### config.mk
export PLATFORM = sky130hd
export DESIGN_NAME = dtoc_regs
export DESIGN_NICKNAME = d
export VERILOG_FILES = /design/src/dtoc_pkg.sv /design/src/dtoc_reg8.sv /design/src/dtoc_regs.sv
export SDC_FILE = /design/constraint.sdc
export NUM_CORES = 1
export LEC_CHECK = 0
export BUFFER_PORTS_ARGS = -buffer_cell sky130_fd_sc_hd__buf_2
export CAP_MARGIN = 10
export CORE_MARGIN = 10
export CORE_UTILIZATION = 51
export DETAILED_ROUTE_END_ITERATION = 6
export MAX_ROUTING_LAYER = met4
export PLACE_DENSITY = 0.73
export SYNTH_ARGS = -nofsm -noshare
export SYNTH_HDL_FRONTEND = slang
export SYNTH_SLANG_ARGS = --single-unit
### constraint.sdc
create_clock -name I_MCLK -period 3.6 [get_ports I_MCLK]
set_input_delay 0.36 -clock I_MCLK [delete_from_list [all_inputs] [get_ports I_MCLK]]
set_output_delay 0.36 -clock I_MCLK [all_outputs]
set_load 0.01 [all_outputs]
### src/dtoc_pkg.sv
// Constants, types and helpers for the DAC tuning and offset calibration register bank
package dtoc_pkg;

    // ----------------------------------------------------------------
    // Register map
    // ----------------------------------------------------------------
    localparam int unsigned DTOC_NUM_REGS     = 11;
    localparam int unsigned DTOC_IDX_W        = 4;
    localparam logic [7:0]  DTOC_ADDR_FIRST   = 8'h07;
    localparam logic [7:0]  DTOC_ADDR_LAST    = 8'h11;

    localparam logic [7:0]  DTOC_SPARE_TUNING_A          = 8'h07;
    localparam logic [7:0]  DTOC_SPARE_TUNING_B          = 8'h08;
    localparam logic [7:0]  DTOC_SPARE_TUNING_C          = 8'h09;
    localparam logic [7:0]  DTOC_DITHER_OPTION_RESERVED  = 8'h0a;
    localparam logic [7:0]  DTOC_OFFSET_CAL_CONFIG       = 8'h0b;
    localparam logic [7:0]  DTOC_DITHER_OPTION_105DB     = 8'h0c;
    localparam logic [7:0]  DTOC_DITHER_OPTION_110DB     = 8'h0d;
    localparam logic [7:0]  DTOC_SPEEDUP_CONTROL         = 8'h0e;
    localparam logic [7:0]  DTOC_SHORT_AND_OFFSET_CTRL   = 8'h0f;
    localparam logic [7:0]  DTOC_SHUFFLE_AND_DITHER_POL  = 8'h10;
    localparam logic [7:0]  DTOC_DAC_SECONDARY_SCALE     = 8'h11;

    // ----------------------------------------------------------------
    // Reset values
    // ----------------------------------------------------------------
    localparam logic [7:0]  DTOC_RST_ZERO                = 8'h00;
    localparam logic [7:0]  DTOC_RST_SHORT_AND_OFFSET    = 8'h10;
    localparam logic [7:0]  DTOC_RST_SHUFFLE             = 8'h20;
    localparam logic [7:0]  DTOC_RDATA_NONE              = 8'h00;

    // ----------------------------------------------------------------
    // Field positions
    // ----------------------------------------------------------------
    localparam int unsigned DTOC_B_DITHER_BOND           = 7;
    localparam int unsigned DTOC_B_CAL_FILTER_BYPASS     = 4;
    localparam int unsigned DTOC_B_CAL_FILTER_FULL_SPAN  = 3;
    localparam int unsigned DTOC_B_CAL_FILTER_AVERAGING  = 2;
    localparam int unsigned DTOC_B_CAL_SKIP_FINE_STEPS   = 1;
    localparam int unsigned DTOC_B_CAL_SKIP_POST_AVERAGE = 0;
    localparam int unsigned DTOC_B_FAST_CLOCK_LOSS       = 4;
    localparam int unsigned DTOC_B_FAST_ANALOG_SEQ       = 0;
    localparam int unsigned DTOC_B_SHORT_DETECT_OFF      = 4;
    localparam int unsigned DTOC_B_LATER_OFS_CANCEL_OFF  = 0;
    localparam int unsigned DTOC_B_SHUFFLE_HI            = 5;
    localparam int unsigned DTOC_B_SHUFFLE_LO            = 4;
    localparam int unsigned DTOC_B_SEC_DITHER_POLARITY   = 0;
    localparam int unsigned DTOC_B_LEFT_SEC_SCALE        = 7;
    localparam int unsigned DTOC_B_RIGHT_SEC_SCALE       = 3;

    // ----------------------------------------------------------------
    // Calibration step counts
    // ----------------------------------------------------------------
    localparam logic [6:0]  DTOC_COARSE_STEPS_NORMAL     = 7'h40;
    localparam logic [6:0]  DTOC_FINE_STEPS              = 7'h20;
    localparam logic [6:0]  DTOC_COARSE_STEPS_ONLY       = 7'h60;
    localparam logic [6:0]  DTOC_STEP_ONE                = 7'h01;

    // ----------------------------------------------------------------
    // Types
    // ----------------------------------------------------------------
    typedef enum logic [1:0] {
        DTOC_SHUF_NONE     = 2'h0,
        DTOC_SHUF_INTERNAL = 2'h1,
        DTOC_SHUF_GLOBAL   = 2'h2,
        DTOC_SHUF_NONE_ALT = 2'h3
    } dtoc_shuffle_t;

    typedef enum logic [1:0] {
        DTOC_BOND_RESERVED   = 2'h0,
        DTOC_BOND_RESERVED_B = 2'h1,
        DTOC_BOND_105DB      = 2'h2,
        DTOC_BOND_110DB      = 2'h3
    } dtoc_bond_t;

    typedef enum logic [3:0] {
        DTOC_ST_IDLE   = 4'h1,
        DTOC_ST_COARSE = 4'h2,
        DTOC_ST_FINE   = 4'h4,
        DTOC_ST_DONE   = 4'h8
    } dtoc_cal_state_t;

    typedef struct packed {
        logic filter_bypass;
        logic filter_full_span;
        logic filter_averaging;
        logic skip_fine_steps;
        logic skip_post_average;
    } dtoc_cal_cfg_t;

    // Reset value of the register at a given bank index
    function automatic logic [7:0] dtoc_reset_val(input int unsigned idx);
        logic [7:0] v;
        v = DTOC_RST_ZERO;
        if (idx == 32'(DTOC_SHORT_AND_OFFSET_CTRL - DTOC_ADDR_FIRST))
            v = DTOC_RST_SHORT_AND_OFFSET;
        else if (idx == 32'(DTOC_SHUFFLE_AND_DITHER_POL - DTOC_ADDR_FIRST))
            v = DTOC_RST_SHUFFLE;
        return v;
    endfunction

endpackage

### src/dtoc_reg8.sv
// One 8-bit read/write register cell with a parameterised reset value
`timescale 1ns/1ps
`default_nettype none

module dtoc_reg8
    import dtoc_pkg::*;
#(
    parameter logic [7:0] RST_VAL = 8'h00
)
(
    // Clock and reset
    input  wire logic       i_clk,
    input  wire logic       i_rst_n,
    input  wire logic       i_ce,
    // Write port
    input  wire logic       i_we,
    input  wire logic [7:0] i_wdata,
    // Stored value
    output logic      [7:0] o_q
);

    // ----------------------------------------------------------------
    // Storage
    // ----------------------------------------------------------------
    always_ff @(posedge i_clk or negedge i_rst_n)
    begin
        if (!i_rst_n)
            o_q <= RST_VAL;
        else if (i_ce && i_we)
            o_q <= i_wdata;
    end

endmodule

`default_nettype wire

### src/dtoc_regs.sv
// Register bank for DAC dither, offset calibration, speed-up, shuffle and scaling controls
`timescale 1ns/1ps
`default_nettype none

// Behaviour
// - Bit4 of 0x0B bypasses calibration front-end filter
// - Bit3 of 0x0B: filter active whole period
// - Bit2 of 0x0B: averaging instead of majority filter
// - Bit1 of 0x0B: 96 coarse, else 64+32
// - Bit0 of 0x0B: use integrator, not post-average
// - Bit4 of 0x0F resets 1, disables short detect
// - Bit0 of 0x0F blocks offset cancels after first
// - Bit4 of 0x0E speeds missing-clock detection
// - Bit0 of 0x0E speeds analog power-up sequence
// - Bits5-4 of 0x10: none, internal, global shuffle
// - Bit0 of 0x10 picks secondary dither polarity
// - Bit7 of 0x0A-0x0D dither per bond option
// - 0x11 bits 7,3 left/right secondary scale
module dtoc_regs
    import dtoc_pkg::*;
(
    // Clock, reset, enable
    input  wire logic            I_MCLK,
    input  wire logic            I_NRST,
    input  wire logic            I_CE,
    // Register port from the control interface
    input  wire logic            I_WR_EN,
    input  wire logic            I_RD_EN,
    input  wire logic [7:0]      I_ADDR,
    input  wire logic [7:0]      I_WDATA,
    output logic      [7:0]      O_RDATA,
    output logic                 O_RVALID,
    // Bond option pins
    input  wire logic [1:0]      I_BOND_OPT,
    // Calibration handshake
    input  wire logic            I_CAL_START,
    input  wire logic            I_CAL_STEP,
    input  wire logic            I_CAL_SECOND_HALF,
    input  wire logic            I_OFS_CANCEL_REQ,
    // Calibration controls
    output dtoc_cal_cfg_t        O_CAL_CFG,
    output logic                 O_CAL_FILTER_ACTIVE,
    output logic                 O_CAL_COARSE,
    output logic                 O_CAL_FINE,
    output logic                 O_CAL_DONE,
    output logic      [6:0]      O_CAL_STEP_IDX,
    output logic                 O_OFS_CANCEL_GO,
    // Analog and DAC controls
    output logic                 O_SHORT_DETECT_EN,
    output logic                 O_FAST_CLOCK_LOSS_DETECT,
    output logic                 O_FAST_ANALOG_SEQUENCE,
    output dtoc_shuffle_t        O_ELEMENT_SHUFFLE,
    output logic                 O_SEC_DITHER_NEGATIVE,
    output logic                 O_DITHER_SETTING,
    output logic                 O_LEFT_SECONDARY_SCALE,
    output logic                 O_RIGHT_SECONDARY_SCALE
);

    // ----------------------------------------------------------------
    // Address decode
    // ----------------------------------------------------------------
    function automatic logic addr_hit(input logic [7:0] a);
        return (a >= DTOC_ADDR_FIRST) && (a <= DTOC_ADDR_LAST);
    endfunction
    function automatic logic [DTOC_IDX_W-1:0] addr_index(input logic [7:0] a);
        logic [7:0] d;
        d = a - DTOC_ADDR_FIRST;
        return d[DTOC_IDX_W-1:0];
    endfunction
    logic                  wr_hit;
    logic [DTOC_IDX_W-1:0] wr_idx;
    logic [DTOC_IDX_W-1:0] rd_idx;
    logic [7:0]            reg_q [DTOC_NUM_REGS];
    assign wr_hit = I_WR_EN && addr_hit(I_ADDR);
    assign wr_idx = addr_index(I_ADDR);
    assign rd_idx = addr_index(I_ADDR);

    // ----------------------------------------------------------------
    // Register storage
    // ----------------------------------------------------------------
    // Every bit is stored, reserved or not, so software reads back what it wrote
    genvar g;
    generate
        for (g = 0; g < DTOC_NUM_REGS; g = g + 1)
        begin : g_reg
            dtoc_reg8 #(
                .RST_VAL (dtoc_reset_val(g))
            ) u_reg (
                .i_clk   (I_MCLK),
                .i_rst_n (I_NRST),
                .i_ce    (I_CE),
                .i_we    (wr_hit && (wr_idx == DTOC_IDX_W'(g))),
                .i_wdata (I_WDATA),
                .o_q     (reg_q[g])
            );
        end
    endgenerate

    // Named views of the bank
    localparam int unsigned IX_DITH_RSV  = 32'(DTOC_DITHER_OPTION_RESERVED - DTOC_ADDR_FIRST);
    localparam int unsigned IX_CAL_CFG   = 32'(DTOC_OFFSET_CAL_CONFIG - DTOC_ADDR_FIRST);
    localparam int unsigned IX_DITH_105  = 32'(DTOC_DITHER_OPTION_105DB - DTOC_ADDR_FIRST);
    localparam int unsigned IX_DITH_110  = 32'(DTOC_DITHER_OPTION_110DB - DTOC_ADDR_FIRST);
    localparam int unsigned IX_SPEEDUP   = 32'(DTOC_SPEEDUP_CONTROL - DTOC_ADDR_FIRST);
    localparam int unsigned IX_SHORT_OFS = 32'(DTOC_SHORT_AND_OFFSET_CTRL - DTOC_ADDR_FIRST);
    localparam int unsigned IX_SHUF_POL  = 32'(DTOC_SHUFFLE_AND_DITHER_POL - DTOC_ADDR_FIRST);
    localparam int unsigned IX_SCALE     = 32'(DTOC_DAC_SECONDARY_SCALE - DTOC_ADDR_FIRST);
    logic [7:0] cal_reg;
    logic       cal_filter_bypass;
    logic       cal_filter_full_span;
    logic       cal_filter_averaging;
    logic       cal_skip_fine_steps;
    logic       cal_skip_post_average;
    logic       later_offset_cancel_off;
    assign cal_reg                 = reg_q[IX_CAL_CFG];
    assign cal_filter_bypass       = cal_reg[DTOC_B_CAL_FILTER_BYPASS];
    assign cal_filter_full_span    = cal_reg[DTOC_B_CAL_FILTER_FULL_SPAN];
    assign cal_filter_averaging    = cal_reg[DTOC_B_CAL_FILTER_AVERAGING];
    assign cal_skip_fine_steps     = cal_reg[DTOC_B_CAL_SKIP_FINE_STEPS];
    assign cal_skip_post_average   = cal_reg[DTOC_B_CAL_SKIP_POST_AVERAGE];
    assign later_offset_cancel_off = reg_q[IX_SHORT_OFS][DTOC_B_LATER_OFS_CANCEL_OFF];

    // ----------------------------------------------------------------
    // Read path
    // ----------------------------------------------------------------
    // Unmapped addresses read as zero; writes to them are dropped
    always_ff @(posedge I_MCLK or negedge I_NRST)
    begin
        if (!I_NRST)
        begin
            O_RDATA  <= DTOC_RDATA_NONE;
            O_RVALID <= 1'b0;
        end
        else if (I_CE)
        begin
            O_RVALID <= I_RD_EN;
            if (I_RD_EN)
                O_RDATA <= addr_hit(I_ADDR) ? reg_q[rd_idx] : DTOC_RDATA_NONE;
        end
    end

    // ----------------------------------------------------------------
    // Bond option synchroniser
    // ----------------------------------------------------------------
    logic [1:0] bond_meta_q;
    logic [1:0] bond_sync_q;
    always_ff @(posedge I_MCLK or negedge I_NRST)
    begin
        if (!I_NRST)
        begin
            bond_meta_q <= 2'h0;
            bond_sync_q <= 2'h0;
        end
        else if (I_CE)
        begin
            bond_meta_q <= I_BOND_OPT;
            bond_sync_q <= bond_meta_q;
        end
    end

    // ----------------------------------------------------------------
    // Dither setting per bond option
    // ----------------------------------------------------------------
    logic dither_d;
    always_comb
    begin
        case (dtoc_bond_t'(bond_sync_q))
            DTOC_BOND_RESERVED:   dither_d = reg_q[IX_DITH_RSV][DTOC_B_DITHER_BOND];
            DTOC_BOND_RESERVED_B: dither_d = cal_reg[DTOC_B_DITHER_BOND];
            DTOC_BOND_105DB:      dither_d = reg_q[IX_DITH_105][DTOC_B_DITHER_BOND];
            DTOC_BOND_110DB:      dither_d = reg_q[IX_DITH_110][DTOC_B_DITHER_BOND];
            default:              dither_d = 1'b0;
        endcase
    end
    always_ff @(posedge I_MCLK or negedge I_NRST)
    begin
        if (!I_NRST)
            O_DITHER_SETTING <= 1'b0;
        else if (I_CE)
            O_DITHER_SETTING <= dither_d;
    end

    // ----------------------------------------------------------------
    // Static analog and DAC controls
    // ----------------------------------------------------------------
    always_ff @(posedge I_MCLK or negedge I_NRST)
    begin
        if (!I_NRST)
        begin
            O_SHORT_DETECT_EN        <= 1'b0;
            O_FAST_CLOCK_LOSS_DETECT <= 1'b0;
            O_FAST_ANALOG_SEQUENCE   <= 1'b0;
            O_SEC_DITHER_NEGATIVE    <= 1'b0;
            O_LEFT_SECONDARY_SCALE   <= 1'b0;
            O_RIGHT_SECONDARY_SCALE  <= 1'b0;
        end
        else if (I_CE)
        begin
            O_SHORT_DETECT_EN        <= !reg_q[IX_SHORT_OFS][DTOC_B_SHORT_DETECT_OFF];
            O_FAST_CLOCK_LOSS_DETECT <= reg_q[IX_SPEEDUP][DTOC_B_FAST_CLOCK_LOSS];
            O_FAST_ANALOG_SEQUENCE   <= reg_q[IX_SPEEDUP][DTOC_B_FAST_ANALOG_SEQ];
            O_SEC_DITHER_NEGATIVE    <= reg_q[IX_SHUF_POL][DTOC_B_SEC_DITHER_POLARITY];
            O_LEFT_SECONDARY_SCALE   <= reg_q[IX_SCALE][DTOC_B_LEFT_SEC_SCALE];
            O_RIGHT_SECONDARY_SCALE  <= reg_q[IX_SCALE][DTOC_B_RIGHT_SEC_SCALE];
        end
    end

    // ----------------------------------------------------------------
    // Element shuffle select
    // ----------------------------------------------------------------
    logic [1:0]    shuf_raw;
    dtoc_shuffle_t shuf_d;
    assign shuf_raw = reg_q[IX_SHUF_POL][DTOC_B_SHUFFLE_HI:DTOC_B_SHUFFLE_LO];

    // Code 3 folds onto code 0 so downstream only sees three modes
    always_comb
    begin
        case (dtoc_shuffle_t'(shuf_raw))
            DTOC_SHUF_INTERNAL: shuf_d = DTOC_SHUF_INTERNAL;
            DTOC_SHUF_GLOBAL:   shuf_d = DTOC_SHUF_GLOBAL;
            default:            shuf_d = DTOC_SHUF_NONE;
        endcase
    end
    always_ff @(posedge I_MCLK or negedge I_NRST)
    begin
        if (!I_NRST)
            O_ELEMENT_SHUFFLE <= DTOC_SHUF_NONE;
        else if (I_CE)
            O_ELEMENT_SHUFFLE <= shuf_d;
    end

    // ----------------------------------------------------------------
    // Calibration configuration
    // ----------------------------------------------------------------
    always_ff @(posedge I_MCLK or negedge I_NRST)
    begin
        if (!I_NRST)
            O_CAL_CFG <= '0;
        else if (I_CE)
        begin
            O_CAL_CFG.filter_bypass     <= cal_filter_bypass;
            O_CAL_CFG.filter_full_span  <= cal_filter_full_span;
            O_CAL_CFG.filter_averaging  <= cal_filter_averaging;
            O_CAL_CFG.skip_fine_steps   <= cal_skip_fine_steps;
            O_CAL_CFG.skip_post_average <= cal_skip_post_average;
        end
    end

    // ----------------------------------------------------------------
    // Calibration step sequencer
    // ----------------------------------------------------------------
    dtoc_cal_state_t state_q;
    dtoc_cal_state_t state_d;
    logic [6:0]      step_q;
    logic [6:0]      step_d;
    logic            skip_fine_q;
    logic [6:0]      coarse_limit;
    logic            step_last;
    // Sequence choice is latched at start so a mid-run write cannot truncate it
    assign coarse_limit = skip_fine_q ? DTOC_COARSE_STEPS_ONLY : DTOC_COARSE_STEPS_NORMAL;
    assign step_last    = (state_q == DTOC_ST_COARSE) ? (step_q == coarse_limit - DTOC_STEP_ONE)
                                                      : (step_q == DTOC_FINE_STEPS - DTOC_STEP_ONE);
    always_comb
    begin
        state_d = state_q;
        step_d  = step_q;
        case (state_q)
            DTOC_ST_IDLE:
            begin
                step_d = '0;
                if (I_CAL_START)
                    state_d = DTOC_ST_COARSE;
            end
            DTOC_ST_COARSE, DTOC_ST_FINE:
            begin
                if (I_CAL_STEP)
                begin
                    step_d = step_q + DTOC_STEP_ONE;
                    if (step_last)
                    begin
                        step_d  = '0;
                        state_d = (skip_fine_q || state_q == DTOC_ST_FINE)
                                  ? DTOC_ST_DONE : DTOC_ST_FINE;
                    end
                end
            end
            default:
            begin
                step_d  = '0;
                state_d = DTOC_ST_IDLE;
            end
        endcase
    end

    always_ff @(posedge I_MCLK or negedge I_NRST)
    begin
        if (!I_NRST)
        begin
            state_q     <= DTOC_ST_IDLE;
            step_q      <= '0;
            skip_fine_q <= 1'b0;
        end
        else if (I_CE)
        begin
            state_q <= state_d;
            step_q  <= step_d;
            if (state_q == DTOC_ST_IDLE && I_CAL_START)
                skip_fine_q <= cal_skip_fine_steps;
        end
    end

    always_ff @(posedge I_MCLK or negedge I_NRST)
    begin
        if (!I_NRST)
        begin
            O_CAL_COARSE   <= 1'b0;
            O_CAL_FINE     <= 1'b0;
            O_CAL_DONE     <= 1'b0;
            O_CAL_STEP_IDX <= '0;
        end
        else if (I_CE)
        begin
            O_CAL_COARSE   <= (state_d == DTOC_ST_COARSE);
            O_CAL_FINE     <= (state_d == DTOC_ST_FINE);
            O_CAL_DONE     <= (state_d == DTOC_ST_DONE);
            O_CAL_STEP_IDX <= step_d;
        end
    end

    // ----------------------------------------------------------------
    // Front-end filter window
    // ----------------------------------------------------------------
    logic cal_running;
    assign cal_running = (state_q == DTOC_ST_COARSE) || (state_q == DTOC_ST_FINE);
    always_ff @(posedge I_MCLK or negedge I_NRST)
    begin
        if (!I_NRST)
            O_CAL_FILTER_ACTIVE <= 1'b0;
        else if (I_CE)
            O_CAL_FILTER_ACTIVE <= cal_running && !cal_filter_bypass
                                   && (cal_filter_full_span || I_CAL_SECOND_HALF);
    end

    // ----------------------------------------------------------------
    // Offset cancellation gate
    // ----------------------------------------------------------------
    // The first cancellation after reset always runs; only later ones are gated
    logic first_cancel_done_q;
    always_ff @(posedge I_MCLK or negedge I_NRST)
    begin
        if (!I_NRST)
        begin
            first_cancel_done_q <= 1'b0;
            O_OFS_CANCEL_GO     <= 1'b0;
        end
        else if (I_CE)
        begin
            O_OFS_CANCEL_GO <= I_OFS_CANCEL_REQ
                               && (!first_cancel_done_q || !later_offset_cancel_off);
            if (I_OFS_CANCEL_REQ)
                first_cancel_done_q <= 1'b1;
        end
    end

endmodule

`default_nettype wire

== Word level (Yosys, flattened, before mapping) ==
Cells that the tools add are included.
Storage, ports and cells
  input bits: 27
  output and inout bits: 35
  logic and storage cells: 127
  flip-flop bits (word level): 133
Operators by class
  mux-type cells: 16
  $add $sub $neg: 3
  bitwise logic cells: 1
  order comparisons: 3
  equal/unequal tests: 24
  reductions and logical operators: 43
Operators with widths (number)
  binary-select mux 8 bit (select 4 bit): 1
  logical AND 1 bit: 28
  == test 4 x 3 -> 1 bit (second input constant): 6
  2-to-1 mux 8 bit: 3
  2-to-1 mux 7 bit: 3
  == test 4 x 2 -> 1 bit (second input constant): 4
  == test 4 bit (second input constant): 4
  2-to-1 mux 4 bit: 4
  == test 4 x 1 -> 1 bit (second input constant): 2
  >= comparator 8 x 3 -> 1 bit (second input constant): 1
  less-or-equal comparator 8 x 5 -> 1 bit (second input constant): 1
  case mux 4 bit (2 select lines): 1
  AND reduction 2 bit: 4
  adder 7 x 1 -> 7 bit (second input constant): 1
  == test 7 x 5 -> 1 bit (second input constant): 1
  == test 7 bit: 1
  subtractor 7 x 1 -> 7 bit (second input constant): 1
  == test 2 bit (second input constant): 3
  2-to-1 mux 6 bit: 1
  >= comparator 5 bit (second input constant): 1
  inverter 4 -> 5 bit: 1
  == test 2 x 1 -> 1 bit (second input constant): 2
  logical NOT 1 bit: 4
  logical NOT 4 bit: 1
  8 further kinds: 11

== Longest topological paths before layout ==
Gate-level depths: netlist of run 1.
  depth after elaboration: 8
  depth in mapped cells: 12
  depth with buffers taken out: 7

== By module ==
Synthesis of run 1 repeated with hierarchy kept, for this count alone.
Unflattened totals
  cells, all modules: 463
  area total of the unflattened synthesis: 6291.0 um2
By module, submodules not included
  dtoc_regs: sequential area each 1127.3 um2, instances 1, area an instance 3026.7 um2, cells each 276
  dtoc_reg8 (g_reg[0].u_reg ...): sequential area each 200.2 um2, instances 9, area an instance 296.5 um2, cells each 17
  dtoc_reg8 (g_reg[8].u_reg ...): sequential area each 201.4 um2, instances 2, area an instance 297.8 um2, cells each 17

== Worst setup path after synthesis of run 1 ==
OpenSTA, ideal clock, no wires.
  path type: input port to flip-flop
  start point: in I_ADDR[0]
  end point: reg O_RDATA[1]
  setup time: 0.127 ns
  path buffers: 5
  required time: 3.473 ns
  path slack: 0.831 ns
  cell stages on the path: 12
  arrival time: 2.641 ns
  cell sequence: buf_2 -> buf_4 -> buf_4 -> inv_1 -> ha_1 -> clkbuf_1 -> clkbuf_1 -> mux4_2 -> nor2_1 -> nor2_1 -> a21oi_1 -> o21ai_0
Between the ends
  word-level cells in the longest chain between the ends: 6
  elaborated cells on any way between the ends: 9
RTL lines
  start: declaration: line dtoc_regs.sv:29  | input wire logic [7:0] I_ADDR,
  subtractor 4 x 3 -> 4 bit: line dtoc_regs.sv:67  | d = a - DTOC_ADDR_FIRST;
  inverter 4 -> 5 bit (not written as such): line dtoc_regs.sv:138  | O_RDATA <= addr_hit(I_ADDR) ? reg_q[rd_idx] : DTOC_RDATA_NONE;
  binary-select mux 8 bit (select 4 bit): line dtoc_regs.sv:138
  2-to-1 mux 8 bit (not written as such) (2 in series): line dtoc_regs.sv:138
  2-to-1 mux 8 bit (*): line dtoc_regs.sv:138
  end signal: assignment: line dtoc_regs.sv:138
  end: declaration: line dtoc_regs.sv:31  | output logic [7:0] O_RDATA,
Every way passes the cells marked *; elsewhere a longest branch is shown, timed or not. The select of a mux whose other input is x is not followed.
A chain may end at the register's enable or synchronous reset.

== Final worst setup path of run 1 ==
  start point: reg state_q[2]
  end point: reg O_CAL_FINE
Between the ends
  word-level cells in the longest chain between the ends: 7
  elaborated cells on any way between the ends: 12
RTL lines
  start: declaration: line dtoc_regs.sv:252  | dtoc_cal_state_t state_q;
  start signal: assignment: line dtoc_regs.sv:305  | state_q <= state_d;
  == test 4 x 3 -> 1 bit: line dtoc_regs.sv:267, dtoc_regs.sv:282
  logical OR 1 bit: line dtoc_regs.sv:282  | state_d = (skip_fine_q || state_q == DTOC_ST_FINE)
  2-to-1 mux 4 bit: line dtoc_regs.sv:283  | ? DTOC_ST_DONE : DTOC_ST_FINE;
  2-to-1 mux 4 bit: line dtoc_regs.sv:279  | if (step_last)
  2-to-1 mux 4 bit: line dtoc_regs.sv:276  | if (I_CAL_STEP)
  case mux 4 bit (2 select lines) (*): line dtoc_regs.sv:267  | case (state_q)
  == test 4 x 3 -> 1 bit (*): line dtoc_regs.sv:324  | O_CAL_FINE <= (state_d == DTOC_ST_FINE);
  end signal: assignment: line dtoc_regs.sv:324
  end: declaration: line dtoc_regs.sv:44  | output logic O_CAL_FINE,
Every way passes the cells marked *; elsewhere a longest branch is shown, timed or not.

==> reports/summary.txt, run 1 <==
starting density of the core: 52.2%
largest clock skew in the final design: 0.00678 ns
CTS Buffer Depth: 2
Reg power frac: 41.9%
relative area change from synthesis to final layout: 16.4%
overall track demand over capacity in global routing: 18.2%
final hold viol count: 0
Post-Synthesis Mean Instance Area: 12.9 um2
die outline width: 131 um
layout cells sized above 1: 42.8%
number of optimization iterations in the first detailed-route pass: 7
n_diodes: 0
Post-synth EDFFs: 0
average wire per cell in the routed design: 20.4 um
global-route wire length before repair: 23100 um
Worst Path Arrival: 2.62 ns
Req. time, crit path: 3.89 ns
clock power share: 49.2%
pre-CTS worst setup slack: 0.936 ns
switching fraction of total power: 22.6%
antenna violations before repair: 0
library cell used as clock root buffer: sky130_fd_sc_hd__clkbuf_16
fraction of registers with async set or reset after synthesis: 100%
H-tree levels: 4
Synth Net Count: 522
worst vdd ir: 0.390 mV
Max Fclk: 0.429 GHz
floorplan die area: 17100 um2
post-DR vias/cell: 5.80
setup repair after global routing missed its margin: no
vias in the first global route: 4373
y dimension of the die: 131 um
register bit count reported by yosys: 133
number of library cell types mapped by synthesis: 48
CTS Buf Count: 17
total wire length after detailed routing: 14400 um
category of the worst setup path capture point: flip-flop
synthesis warning total: 0
Std-Cell Core Area: 12000 um2
number of I/O port buffers: 61
share of synthesized area occupied by flip-flops and latches: 53.2%
category of the worst setup path launch point: flip-flop
total global routing overflow: 0
Internal: 2.95 mW
Detailed Place HPWL: 9990 um
last weighted congestion value of the routability-driven placer: 0.830
clock latency on the worst-skew pair: 0.41 ns
setup violators final: 0
commonest non-fill, non-tap cell in the layout: sky130_fd_sc_hd__dfrtp_1
start-to-end type of the worst setup path: reg2reg
number of primary I/O pins: 62
number of nets with antenna violations after detailed routing: 0
Pins Over Slew Limit: 0
switching component of the power: 0.862 mW
final period demand of the worst path: 2.33 ns
post-cts sizing count: 0
fin worst setup slack: 1.27 ns
relative slew slack: 39.8%
clock tree from TritonCTS: yes
final setup TNS: 0 ns
Tcrit/Tclk final: 64.8%
hold_buf cts: 0
share of total power in combinational logic: 8.9%
leakage power total: 3.60 nW
power per standard cell area: 522 nW/um2
crit-path max FO: 6
filler cell count: 934
post-layout net count: 579
Synth Flop Type: sky130_fd_sc_hd__dfrtp_1
maxcap violations: 0
worst min path class: in2async
pin count of the biggest net entering global routing: 72
Worst-path clk slew: 0.06 ns
total setup buffers inserted after CTS: 0
outcome: finished, final reports clean
number of instances in the synthesized netlist: 487
number of clock sinks seen by CTS: 133
DRC violations left: 0
drt initial violations: 404
summed instance area of the synthesized netlist: 6270 um2
top library cells by usage in the layout, fill and taps aside: 130 x sky130_fd_sc_hd__dfrtp_1, 105 x sky130_fd_sc_hd__mux2_2, 60 x sky130_fd_sc_hd__buf_2
number of placement rows: 40
transition time at the pin with the least slew margin: 0.903 ns
overall via count from detail_route: 4076
[critical path: stages (launching register included)]
cell and delay (ns):
sky130_fd_sc_hd__dfrtp_1 0.45, sky130_fd_sc_hd__nor4b_1 0.71, sky130_fd_sc_hd__mux2_2 0.43, sky130_fd_sc_hd__o211ai_2 0.30
sky130_fd_sc_hd__mux2i_1 0.23, sky130_fd_sc_hd__o2bb2ai_1 0.08
[synth_stat cells (all sizes together) (2+ instances only)]
library cell	n	area share, %
ha	8	1.6
mux4	17	6.1
nand3b	6	0.96
clkbuf	17	1.0
a21oi	17	1.4
xnor2	2	0.28
o22ai	5	0.50
mux2i	10	1.6
o2bb2ai	3	0.42
dfstp	3	1.3
and2	3	0.30
nand2	30	1.8
and3b	5	0.78
xor2	2	0.28
and3	2	0.24
inv	15	0.90
o21ai	37	3.0
o41ai	2	0.28
nand3	8	0.88
nor2	25	1.5
o32ai	2	0.28
buf	11	1.4
dfrtp	130	52
nor3	2	0.16
mux2	105	19
nand2b	4	0.40
or2	4	0.40
[flip-flops by register name, summed over array words and instances, names as in the netlist, 2 cells and up]
register,count
O_CAL_CFG,5
O_CAL_STEP_IDX,7
O_ELEMENT_SHUFFLE,2
O_RDATA,8
bond_meta_q,2
bond_sync_q,2
g.u_reg.o_q,88
state_q,4
[final cells by class]
type / instances / area, um2 / share of cell area, %
sequential: 133 / 3330 / 45.7
multi-input combinational: 311 / 2730 / 37.4
clock buffer: 22 / 464 / 6.36
timing repair buffer: 66 / 358 / 4.91
tap: 147 / 184 / 2.52
clock inverter: 9 / 175 / 2.40
inverter: 15 / 56.3 / 0.772
[power by group through the flow]
stage	combinational (mW)	sequential, mW	clock (mW)
2_1_floorplan	0.207	1.62	0
3_3_place_gp	0.327	1.62	0
3_5_place_dp	0.339	1.62	0
4_1_cts	0.341	1.60	1.90
5_1_grt	0.373	1.60	1.97
6_report	0.338	1.60	1.88
[through the flow]
stage | instances | total power [mW] | instance area, um2 | hold WS (ns) | utilization, %
2_1_floorplan | 487 | 1.83 | 6270 | 0.0644 | -
3_5_place_dp | 672 | 1.96 | 6660 | 0.453 | 55.4
6_report | 703 | 3.81 | 7290 | 0.0675 | 60.7
5_1_grt | 703 | 3.95 | 7290 | 0.140 | 60.7
3_3_place_gp | 672 | 1.94 | 6660 | 0.439 | 55.4
4_1_cts | 703 | 3.84 | 7290 | 0.103 | 60.7
[cell families (layout without fill, tap and decap cells)]
kind of cell               count (synthesis)  count (layout)  synth area share, %
adders and majority gates                  8               8                 1.60
AOI/OAI and AO/OA                         72              72                 6.61
muxes                                    132             132                 26.6
xor gates and xnor gates                   4               4                0.559
DFF                                      133             133                 53.2
and+or+nand+nor                           95              95                 8.14
buffers and inverters                     43             112                 3.37
[metal layers]
layer | up-vias | part of all wire, % | GRT usage (%) | wire length (um)
met3 | 22 | 4.5 | 5.24 | 648
met2 | 91 | 50 | 29.0 | 7130
met1 | 2103 | 44 | 21.9 | 6330
met4 | 0 | 1.9 | 6.21 | 266
li1 | 1860 | - | - | -
met5 | - | 0 | - | 0
[final timing paths]
path	from	end	slack (ns)	cells past startpoint
worst max register to register	state_q[2]	O_CAL_FINE	1.27	5
max in group asynchronous	I_NRST	g_reg[4].u_reg.o_q[1]	2.66	2
worst min register to register	first_cancel_done_q	first_cancel_done_q	0.48	1
worst max-delay path	state_q[2]	O_CAL_FINE	1.27	5
min in group I_MCLK	I_OFS_CANCEL_REQ	first_cancel_done_q	0.18	2
worst min-delay path	I_NRST	O_CAL_STEP_IDX[3]	0.07	1
Power figures use the tool's default switching activity.
==> inputs of run 2 (changes only) <==
clock period = 2.3 ns   (was 3.6 ns; I/O delays follow)
==> run 2 against run 1 <==
Sequential power increased by 56%. Clock power increased by 47%. Hold slack got worse by 0.028 ns. Maximum frequency increased by 11%. Sequential cell count unchanged. Utilization increased by 0.76 points. Sequential share of layout area decreased by 0.56 points. Combinational power increased by 66%. First-iteration DRC count decreased by 18%. Wire length increased by 0.36%.
==> reports/summary.txt, run 2 (synthesized netlist as in run 1, its figures left out) <==
clock latency on the worst-skew pair: 0.42 ns (about the same)
placed instance area: 6760 um2 (+1.5%)
final period demand of the worst path: 2.11 ns (-0.227 ns)
floorplan die area: 17100 um2 (unchanged)
antenna violations before repair: 0 (unchanged)
library cell used as clock root buffer: sky130_fd_sc_hd__clkbuf_16
y dimension of the die: 131 um (unchanged)
transition time at the pin with the least slew margin: 0.496 ns (-0.407 ns)
category of the worst setup path launch point: flip-flop
total global routing overflow: 0 (unchanged)
setup repair after global routing missed its margin: no
slowest stage cell, crit path: sky130_fd_sc_hd__nor4b_1
number of I/O port buffers: 61 (unchanged)
buffer and inverter count on the worst path: 0 (unchanged)
global-route wire length before repair: 23500 um (+1.6%)
number of clock sinks seen by CTS: 133 (unchanged)
final hold viol count: 0 (unchanged)
placed insts: 684 (+1.8%)
commonest non-fill, non-tap cell in the layout: sky130_fd_sc_hd__dfrtp_1
maxcap violations: 0 (unchanged)
worst min path class: in2reg
crit-path max FO: 6 (unchanged)
Max Fclk: 0.475 GHz (+11%)
pre-CTS worst setup slack: 0.133 ns (-0.803 ns)
final core occ: 61.5% (+0.76 points)
Req. time, crit path: 2.59 ns (-1.30 ns)
post-layout net count: 592 (+2.2%)
layout cells sized above 1: 44.2% (+1.4 points)
top flop regs: g.u_reg.o_q: 88 flops, O_RDATA: 8 flops, O_CAL_STEP_IDX: 7 flops
finished layout cell area: 7390 um2 (+1.3%)
final setup TNS: 0 ns (unchanged)
CTS Buffer Depth: 2 (unchanged)
outcome: finished, final reports clean
setup violators final: 0 (unchanged)
Worst Path Arrival: 2.40 ns (-0.22 ns)
CTS Buf Count: 17 (unchanged)
top library cells by usage in the layout, fill and taps aside: 130 x sky130_fd_sc_hd__dfrtp_1, 105 x sky130_fd_sc_hd__mux2_2, 60 x sky130_fd_sc_hd__buf_2
category of the worst setup path capture point: flip-flop
post-DR vias/cell: 5.73 (-1.2%)
total setup buffers inserted after CTS: 0 (unchanged)
number of nets with antenna violations after detailed routing: 0 (unchanged)
H-tree levels: 4 (unchanged)
overall track demand over capacity in global routing: 18.4% (+0.16 points)
critical path cell sequence: nor4b_1 > mux2_2 > o211ai_2 > mux2i_1 > o2bb2ai_1
drt initial violations: 333 (-18%)
tightest hold margin: 0.0390 ns (-0.0285 ns)
last weighted congestion value of the routability-driven placer: 0.839 (+1.1%)
total wire length after detailed routing: 14400 um (+0.36%)
starting density of the core: 52.2% (unchanged)
Worst-path clk slew: 0.06 ns (about the same)
Std-Cell Core Area: 12000 um2 (unchanged)
DRC violations left: 0 (unchanged)
fin worst setup slack: 0.193 ns (-1.07 ns)
slowest stage delay, CP: 0.47 ns (-0.24 ns)
CP top delay family: multiplexers
die outline width: 131 um (unchanged)
leakage power total: 3.66 nW (+1.7%)
power after layout: 5.83 mW (+53%)
power per standard cell area: 789 nW/um2 (+51%)
flip-flop count of the largest register, all copies and words added: 88 (unchanged)
number of primary I/O pins: 62 (unchanged)
clock tree from TritonCTS: yes
R2R setup slack: 0.19 ns (-1.07 ns)
post-cts sizing count: 0 (unchanged)
largest clock skew in the final design: 0.00936 ns (+0.00259 ns)
Tcrit/Tclk final: 91.6% (+27 points)
number of placement rows: 40 (unchanged)
relative slew slack: 66.5% (+27 points)
average wire per cell in the routed design: 20.1 um (-1.6%)
overall via count from detail_route: 4108 (+0.79%)
vias in the first global route: 4305 (-1.6%)
Top reg by flops: g.u_reg.o_q
n_diodes: 0 (unchanged)
count of non-filler cells in the finished layout: 717 (+2.0%)
relative area change from synthesis to final layout: 17.8%
number of optimization iterations in the first detailed-route pass: 5 (-2)
worst vdd ir: 0.496 mV (+27%)
Pins Over Slew Limit: 0 (unchanged)
Detailed Place HPWL: 10100 um (+1.0%)
pin count of the biggest net entering global routing: 56 (-22%)
start-to-end type of the worst setup path: reg2reg
[run 2: changes by cell type in the layout (fill, tap and decap cells not counted), sizes merged]
cell | previous run | this run
buf | 66 | 78
clkbuf | 22 | 26
bufinv | 5 | 2
dlygate4sd3 | 0 | 1
[run 2: final timing paths]
check / start / end / cells past startpoint
worst max-delay path: state_q[2] / O_CAL_FINE / 5
max in group asynchronous: I_NRST / g_reg[4].u_reg.o_q[7] / 3
min in group asynchronous: I_NRST / O_CAL_STEP_IDX[3] / 2
worst max register to register: state_q[2] / O_CAL_FINE / 5
worst min-delay path: I_OFS_CANCEL_REQ / first_cancel_done_q / 2
worst min register to register: first_cancel_done_q / first_cancel_done_q / 1
[run 2: area by class of cell]
type / instances / area, um2
clock buffer: 26 / 529
clock inverter: 6 / 88.8
fill: 934 / 4630
inverter: 15 / 56.3
multi-input combinational: 311 / 2730
sequential: 133 / 3330
tap: 147 / 184
timing repair buffer: 79 / 470
[run 2: power breakdown]
group          internal (mW)  switching (mW)
clock                   1.80           0.970
sequential              2.43          0.0645
combinational          0.234           0.327
total                   4.47            1.36
[run 2: routing by layer]
layer | part of all wire [%] | GRT usage, % | routed length, um | up-vias
li1 | - | - | - | 1887
met1 | 44 | 22.7 | 6350 | 2102
met2 | 49 | 29.3 | 7120 | 110
met3 | 5.8 | 4.23 | 835 | 9
met4 | 0.88 | 6.21 | 127 | 0
met5 | 0 | - | 0 | -
[run 2: worst register-to-register path, delay by kind of cell (launching register included)]
family | cells | cell delay [ns]
multiplexers | 2 | 0.67
AO/OA/AOI/OAI | 2 | 0.39
AND/OR/NAND/NOR | 1 | 0.47
flip-flops | 1 | 0.46
[run 2: what timing repair did]
action,CTS,global route
endpoints found under the hold margin,31,0
setup endpoints to repair,0,0
hold buffers,1,0
